File: src/verilog/spio_pkg.sv
// Purpose: shared constants and carrier types for the servo pulse input and status output block
// Assumes: 20 MHz system clock
// Notes:   status selector codes follow the drive's selectable output setting
package spio_pkg;

  // command pulse formats
  typedef enum logic [1:0] {
    SPIO_FMT_QUAD,
    SPIO_FMT_CW_CCW,
    SPIO_FMT_PULSE_SIGN
  } spio_fmt_t;

  // selectable status output codes
  localparam logic [2:0] SPIO_SEL_TORQUE_LIMIT = 3'h0;
  localparam logic [2:0] SPIO_SEL_ZERO_SPEED   = 3'h1;
  localparam logic [2:0] SPIO_SEL_ANY_WARNING  = 3'h2;
  localparam logic [2:0] SPIO_SEL_REGEN_WARN   = 3'h3;
  localparam logic [2:0] SPIO_SEL_OVERLOAD     = 3'h4;
  localparam logic [2:0] SPIO_SEL_BATTERY      = 3'h5;
  localparam logic [2:0] SPIO_SEL_RESET        = SPIO_SEL_ZERO_SPEED;

  // widths
  localparam int SPIO_NUM_W   = 16;
  localparam int SPIO_CNT_W   = 32;
  localparam int SPIO_SPEED_W = 16;
  localparam int SPIO_POS_W   = SPIO_CNT_W + SPIO_NUM_W;

  // host guard time around scaler switching
  localparam int SPIO_CLK_HZ       = 20_000_000;
  localparam int SPIO_GUARD_MS     = 10;
  localparam int SPIO_GUARD_CYCLES = SPIO_CLK_HZ / 1000 * SPIO_GUARD_MS;

  // drive condition inputs from the rest of the drive
  typedef struct packed {
    logic trip;
    logic main_power_drive;
    logic main_power_motor;
    logic brake_release_req;
    logic torque_limiting;
    logic regen_warn;
    logic overload_warn;
    logic battery_warn;
  } spio_cond_t;

  // status outputs toward the host
  typedef struct packed {
    logic fault_out;
    logic servo_ready_out;
    logic brake_release_out;
    logic selectable_status_out;
  } spio_status_t;

endpackage : spio_pkg

File: src/verilog/spio_top.sv
// Purpose: command pulse decode, scaler select and host status outputs of a servo drive
// Assumes: pin inputs asynchronous to clk; warnings and speed come from drive logic on clk
// Notes:   output levels are "transistor on" = 1
`timescale 1ns/1ps
`default_nettype none

// Behaviour
// accept quadrature, cw/ccw pulse pair, or pulse plus sign, chosen by setting
// scaler-select closed to common return picks the second numerator
// host sends no pulses within 10 ms either side of a scaler-select change
// fault output goes off whenever a trip is detected
// ready only with drive and motor main power on and no alarm
// brake release output on exactly while the brake is to be released
// selection 0 drives status output on while torque limiting
// selection 1, the default, drives status output on below zero-speed threshold
// selection 2 drives status output on for any regen, overload or battery warning
// selection 3 drives status output on for the regeneration warning
// selection 4 drives status output on for the overload warning
// selection 5 drives status output on for the low battery warning
// selections 2 to 5 also turn the status output on upon alarm
// quadrature counts every phase edge; other modes count pulse edges with direction; the code drops quadrature a and b edges that land in one sample
// position command is pulse count times the selected numerator
module spio_top #(
  parameter int NUM_W   = spio_pkg::SPIO_NUM_W,
  parameter int CNT_W   = spio_pkg::SPIO_CNT_W,
  parameter int SPEED_W = spio_pkg::SPIO_SPEED_W
) (
  // clock and reset
  input  wire logic                   clk,
  input  wire logic                   rst_n,
  // command pulse pins (asynchronous)
  input  wire logic                   cmd_pulse_pos,
  input  wire logic                   cmd_direction_pos,
  input  wire logic                   scaler_select_closed,
  // configuration
  input  wire spio_pkg::spio_fmt_t    pulse_format_setting,
  input  wire logic [NUM_W-1:0]       scaler_numerator_first,
  input  wire logic [NUM_W-1:0]       scaler_numerator_second,
  input  wire logic [2:0]             status_out_select,
  input  wire logic [SPEED_W-1:0]     zero_speed_threshold,
  // drive state
  input  wire logic [SPEED_W-1:0]     motor_speed_abs,
  input  wire spio_pkg::spio_cond_t   drive_cond,
  // results
  output logic signed [CNT_W-1:0]     pulse_count,
  output logic signed [CNT_W+NUM_W:0] position_command,
  output logic                        step_pulse,
  output spio_pkg::spio_status_t      status_out
);
  import spio_pkg::*;

  // refuse widths that the count and product logic cannot serve
  if (NUM_W < 1 || CNT_W < 2 || SPEED_W < 1) begin : g_bad_widths
    $error("spio_top: widths too small");
  end

  // reset release through two flip-flops
  logic rst_meta_reg;
  logic rst_sync_reg;
  always_ff @(posedge clk or negedge rst_n) begin
    if (!rst_n) begin
      rst_meta_reg <= 1'b0;
      rst_sync_reg <= 1'b0;
    end else begin
      rst_meta_reg <= 1'b1;
      rst_sync_reg <= rst_meta_reg;
    end
  end
  wire logic rst_ok_n = rst_sync_reg;

  // two-stage synchronisers for the three pins, plus a history stage for edges
  logic [2:0] pin_meta_reg;
  logic [2:0] pin_sync_reg;
  logic [2:0] pin_prev_reg;
  always_ff @(posedge clk or negedge rst_ok_n) begin
    if (!rst_ok_n) begin
      pin_meta_reg <= 3'h0;
      pin_sync_reg <= 3'h0;
      pin_prev_reg <= 3'h0;
    end else begin
      pin_meta_reg <= {scaler_select_closed, cmd_direction_pos, cmd_pulse_pos};
      pin_sync_reg <= pin_meta_reg;
      pin_prev_reg <= pin_sync_reg;
    end
  end

  // edge history is trusted only once meta, sync and prev all hold real samples;
  // without this a pin that idles high would look like a rising edge after reset,
  // at the cost of ignoring pin activity in the first three cycles after release
  logic [2:0] warm_reg;
  always_ff @(posedge clk or negedge rst_ok_n) begin
    if (!rst_ok_n) begin
      warm_reg <= 3'h0;
    end else begin
      warm_reg <= {warm_reg[1:0], 1'b1};
    end
  end
  wire logic hist_ok = warm_reg[2];

  wire logic a_now  = pin_sync_reg[0];
  wire logic b_now  = pin_sync_reg[1];
  wire logic a_prev = pin_prev_reg[0];
  wire logic b_prev = pin_prev_reg[1];
  wire logic a_edge = a_now ^ a_prev;
  wire logic b_edge = b_now ^ b_prev;
  wire logic a_rise = a_now & ~a_prev;
  wire logic b_rise = b_now & ~b_prev;

  // quadrature: any single phase edge is a step; forward when a leads b.
  // a double edge in one sample is a lost state and is dropped rather than guessed.
  wire logic quad_step = a_edge ^ b_edge;
  wire logic quad_up   = (a_edge & (a_now ^ b_now)) | (b_edge & ~(a_now ^ b_now));

  // cw/ccw: rising edge on either line, both together cancel
  wire logic cw_step = a_rise ^ b_rise;
  wire logic cw_up   = a_rise;

  // pulse/sign: rising pulse edge, direction from sign level
  wire logic ps_step = a_rise;
  wire logic ps_up   = ~b_now;

  // format selection
  logic sel_step;
  logic sel_up;
  always_comb begin
    case (pulse_format_setting)
      SPIO_FMT_QUAD: begin
        sel_step = quad_step;
        sel_up   = quad_up;
      end
      SPIO_FMT_CW_CCW: begin
        sel_step = cw_step;
        sel_up   = cw_up;
      end
      SPIO_FMT_PULSE_SIGN: begin
        sel_step = ps_step;
        sel_up   = ps_up;
      end
      default: begin
        sel_step = 1'b0;
        sel_up   = 1'b0;
      end
    endcase
  end

  // accumulated pulse count
  logic signed [CNT_W-1:0] count_reg;
  logic signed [CNT_W-1:0] count_next;
  logic                    step_reg;
  assign count_next = sel_up ? count_reg + CNT_W'(1) : count_reg - CNT_W'(1);
  // a step counts only once the edge history is trusted
  wire logic step_ok = sel_step & hist_ok;
  always_ff @(posedge clk or negedge rst_ok_n) begin
    if (!rst_ok_n) begin
      count_reg <= '0;
      step_reg  <= 1'b0;
    end else begin
      step_reg <= step_ok;
      if (step_ok) begin
        count_reg <= count_next;
      end
    end
  end

  // numerator choice; the host keeps pulses away from changes so no blend is needed
  wire logic [NUM_W-1:0] numerator_sel = pin_sync_reg[2] ? scaler_numerator_second
                                                         : scaler_numerator_first;

  // scaled position command, registered
  logic signed [CNT_W+NUM_W:0] pos_reg;
  // both operands widened to the product width first, so the product is never
  // evaluated at the count width and cut; the numerator is unsigned, hence the zero
  wire logic signed [CNT_W+NUM_W:0] count_wide = (CNT_W+NUM_W+1)'(count_reg);
  wire logic signed [CNT_W+NUM_W:0] num_wide   = (CNT_W+NUM_W+1)'({1'b0, numerator_sel});
  wire logic signed [CNT_W+NUM_W:0] pos_next   = count_wide * num_wide;
  always_ff @(posedge clk or negedge rst_ok_n) begin
    if (!rst_ok_n) begin
      pos_reg <= '0;
    end else begin
      pos_reg <= pos_next;
    end
  end

  // status decode
  wire logic alarm       = drive_cond.trip;
  wire logic zero_speed  = motor_speed_abs < zero_speed_threshold;
  wire logic any_warning = drive_cond.regen_warn | drive_cond.overload_warn | drive_cond.battery_warn;
  logic sel_raw;
  always_comb begin
    case (status_out_select)
      SPIO_SEL_TORQUE_LIMIT: sel_raw = drive_cond.torque_limiting;
      SPIO_SEL_ZERO_SPEED:   sel_raw = zero_speed;
      SPIO_SEL_ANY_WARNING:  sel_raw = any_warning | alarm;
      SPIO_SEL_REGEN_WARN:   sel_raw = drive_cond.regen_warn | alarm;
      SPIO_SEL_OVERLOAD:     sel_raw = drive_cond.overload_warn | alarm;
      SPIO_SEL_BATTERY:      sel_raw = drive_cond.battery_warn | alarm;
      default:               sel_raw = 1'b0;
    endcase
  end

  // registered status outputs; the fault output is on while healthy, so it reads 0 in reset
  spio_status_t status_reg;
  spio_status_t status_next;
  always_comb begin
    status_next.fault_out             = ~alarm;
    status_next.servo_ready_out       = drive_cond.main_power_drive & drive_cond.main_power_motor
                                        & ~alarm;
    status_next.brake_release_out     = drive_cond.brake_release_req;
    status_next.selectable_status_out = sel_raw;
  end
  always_ff @(posedge clk or negedge rst_ok_n) begin
    if (!rst_ok_n) begin
      status_reg <= '0;
    end else begin
      status_reg <= status_next;
    end
  end

  assign pulse_count      = count_reg;
  assign position_command = pos_reg;
  assign step_pulse       = step_reg;
  assign status_out       = status_reg;

endmodule : spio_top

`default_nettype wire

File: config.mk
export PLATFORM = sky130hd
export DESIGN_NAME = spio_top
export DESIGN_NICKNAME = d
export VERILOG_FILES = /design/src/verilog/spio_pkg.sv /design/src/verilog/spio_top.sv
export SDC_FILE = /design/constraint.sdc
export NUM_CORES = 2
export LEC_CHECK = 0
export BUFFER_PORTS_ARGS = -buffer_cell sky130_fd_sc_hd__buf_4
export CORE_UTILIZATION = 65
export DETAILED_ROUTE_END_ITERATION = 8
export PLACE_DENSITY = 0.85
export SYNTH_ARGS = -nofsm -noshare
export SYNTH_HDL_FRONTEND = slang
export SYNTH_SLANG_ARGS = --single-unit
File: constraint.sdc
create_clock -name clk -period 5.4 [get_ports clk]
set_input_delay 0.81 -clock clk [delete_from_list [all_inputs] [get_ports clk]]
set_output_delay 0.81 -clock clk [all_outputs]
set_load 0.02 [all_outputs]
==> metrics.yaml <==
cts:
  clock-sinks: 99
  insertion_delay_ns: 0.39
  cts-buffers-inserted: 9
  clk_pin_slew_worst_paths_ns: 0.09
  cts_tree: "built"
  cts-htree-levels: 3
  cts_root_buffer: "clkbuf_16"
  cts_buffer_depth: 2
synth:
  synth-edff-count: 0
  async_reset_ff_share_pct: 100
  synth.avg_cell_area_sq_um: 9.05
  ys_seq_area_share_pct: 10.6
  yosysWarnings: 0
  synth-main-ff-cell: "dfrtp_1"
  synth.ff_latch_count: 99
  synth.distinct_cells: 71
  synth_area_sq_um: 23300
  syn-instance-count: 2578
route:
  via_per_inst: 5.74
  drtIter0Drc: 1582
  wl_microns: 71100
  vias: 20091
  drt_pass1_iterations: 9
  routedWlPerCell_microns: 20.3
  drc_errors: 0
  ant_nets: 0
timing:
  fin_worst_skew_ns: 0.0138
  rsz0062_at_grt: "true"
  whs_ns: 0.184
  setup_ws_ns: -1.48
  max_slew.worst_pin.slew_ns: 0.754
  fin_setup_tns_ns: -38.83
  slew_headroom_pct: 49.8
  setup_viol: 36
  max_freq_ghz: 0.145
  post-route-period-util_pct: 127
  period_minus_slack_ns: 6.88
  hold_viol: 0
  slew_viol_final: 0
setup_path:
  cp_slowest_cell: "fa_1"
  cp.required_ns: 5.71
  max_stage_delay_ns: 0.55
  path_max_fanout: 7
  start_kind: "flop"
  worstPathArrival_ns: 7.18
  critPathCaptureType: "flop"
  worstSetupPathType: "reg -> reg"
grt:
  grt_max_degree: 54
  overflow: 0
  track_usage_pct: 39.6
  grt_pass1_wl_microns: 110000
  grt_pass1_vias: 22279
  antenna_found_initial: 1
die:
  start_util_pct: 65.8
  rows: 69
  core_sq_um: 35500
  dieArea_sq_um: 36700
  die_x_microns: 191
  io_pins: 168
  chipHeight_microns: 191
job:
  maxCapViolations: 0
cells_and_area:
  largest_reg_flops: 49
  stdcell_area_sq_um: 29200
  drive_above_1_share_pct: 24.6
  layout_common_cells: "inv_1 (616), buf_4 (495), fa_1 (474)"
  final_common_cell: "inv_1"
  area_growth_syn_to_layout_pct: 25.1
  final_util_pct: 82.3
  fin_nets: 3772
status:
  violations: "negative setup slack"
  outcome: "finished, violations left"
placement:
  place_hpwl_microns: 55100
  gp_congestion: 0.944
  place.port_buffers: 167
  placed_area_sq_um: 27800
worst_hold_path:
  worst_hold_path_type: "in -> async"
==> what timing repair did <==
| action | in CTS | in global routing |
|---|---|---|
| hold buffers | 0 | 0 |
| pin swaps | 29 | 76 |
| buffers inserted | 16 | 25 |
| endpoints found under the setup margin | 36 | 36 |
| resized for setup | 94 | 72 |
| cloned | 1 | 1 |
==> synth_stat cells (7+ instances only) <==
cell type | number | area, sq um
a211oi_1 | 11 | 82.6
a21o_1 | 29 | 218
a21oi_1 | 81 | 405
a31oi_1 | 9 | 56.3
and2_1 | 81 | 507
and3_1 | 7 | 43.8
clkbuf_1 | 94 | 353
dfrtp_1 | 99 | 2480
fa_1 | 490 | 9810
ha_1 | 166 | 2080
inv_1 | 627 | 2350
mux2_2 | 12 | 135
mux2i_1 | 8 | 80.1
nand2_1 | 351 | 1320
nand2b_1 | 18 | 113
nand3_1 | 8 | 40.0
nand4_1 | 13 | 81.3
nor2_1 | 44 | 165
nor2b_1 | 168 | 1050
nor3_1 | 9 | 45.0
o21a_1 | 15 | 113
o21ai_0 | 55 | 275
o21ai_1 | 11 | 55.1
o21bai_1 | 9 | 67.6
o31ai_1 | 8 | 60.1
xnor2_1 | 53 | 464
xor2_1 | 27 | 236
==> through the flow <==
step	cells	setup slack (ns)
finish	3501	-1.48
floorplan	2579	-1.05
CTS	3478	-1.23
global placement	3447	-1.55
global route	3500	-1.69
detailed placement	3447	-1.72
==> kinds of logic (layout without fill, tap and decap cells) <==
group                      Yosys count  after routing  share of synthesized area [%]
DFF                                 99             99                           10.6
xor gates and xnor gates            80             80                           3.00
adders and majority gates          656            656                           50.9
other                                1              3                         0.0161
AOI/OAI and AO/OA                  273            273                           7.64
and+or+nand+nor                    723            723                           15.1
buffers and inverters              726           1184                           11.7
muxes                               20             22                          0.922
==> final cells by class <==
| class | count | area (sq um) |
|---|---|---|
| multi-input combinational | 1756 | 19100 |
| fill | 1905 | 6280 |
| timing repair buffer | 541 | 4420 |
| sequential | 99 | 2480 |
| inverter | 627 | 2350 |
| tap | 461 | 577 |
| clock buffer | 9 | 225 |
| clock inverter | 7 | 77.6 |
| antenna | 1 | 2.50 |
==> worst max-delay path: cells and delay by family (launching register included) <==
| kind | cells | cell delay [ns] |
|---|---|---|
| AOI/OAI and AO/OA | 3 | 0.54 |
| and+or+nand+nor | 5 | 1.14 |
| buffers and inverters | 9 | 0.93 |
| adders and majority gates | 7 | 3.27 |
| xor gates and xnor gates | 1 | 0.14 |
| muxes | 1 | 0.34 |
| DFF | 1 | 0.42 |
==> routing by layer <==
metal | GRT usage (%) | wire length [microns]
met5 | 0 | 0
met4 | 26.7 | 5660
met3 | 7.05 | 5270
met2 | 70.0 | 35700
met1 | 43.4 | 24600
==> final timing paths <==
path	start	endpoint	slack, ns	cells past startpoint
setup / recovery	pin_sync_reg[2]	position_command[48]	-1.48	26
hold / removal	rst_n	rst_ok_n	0.18	1
setup reg to reg	pin_sync_reg[2]	position_command[48]	-1.48	26
hold reg to reg	warm_reg[1]	warm_reg[2]	0.35	0
max in group asynchronous	rst_ok_n	position_command[33]	3.86	1
min in group clk	warm_reg[1]	warm_reg[2]	0.35	0
Power is left out: the tool's default activity adds up to more than one toggle a clock period on the data nets, which glitch-free logic cannot reach.
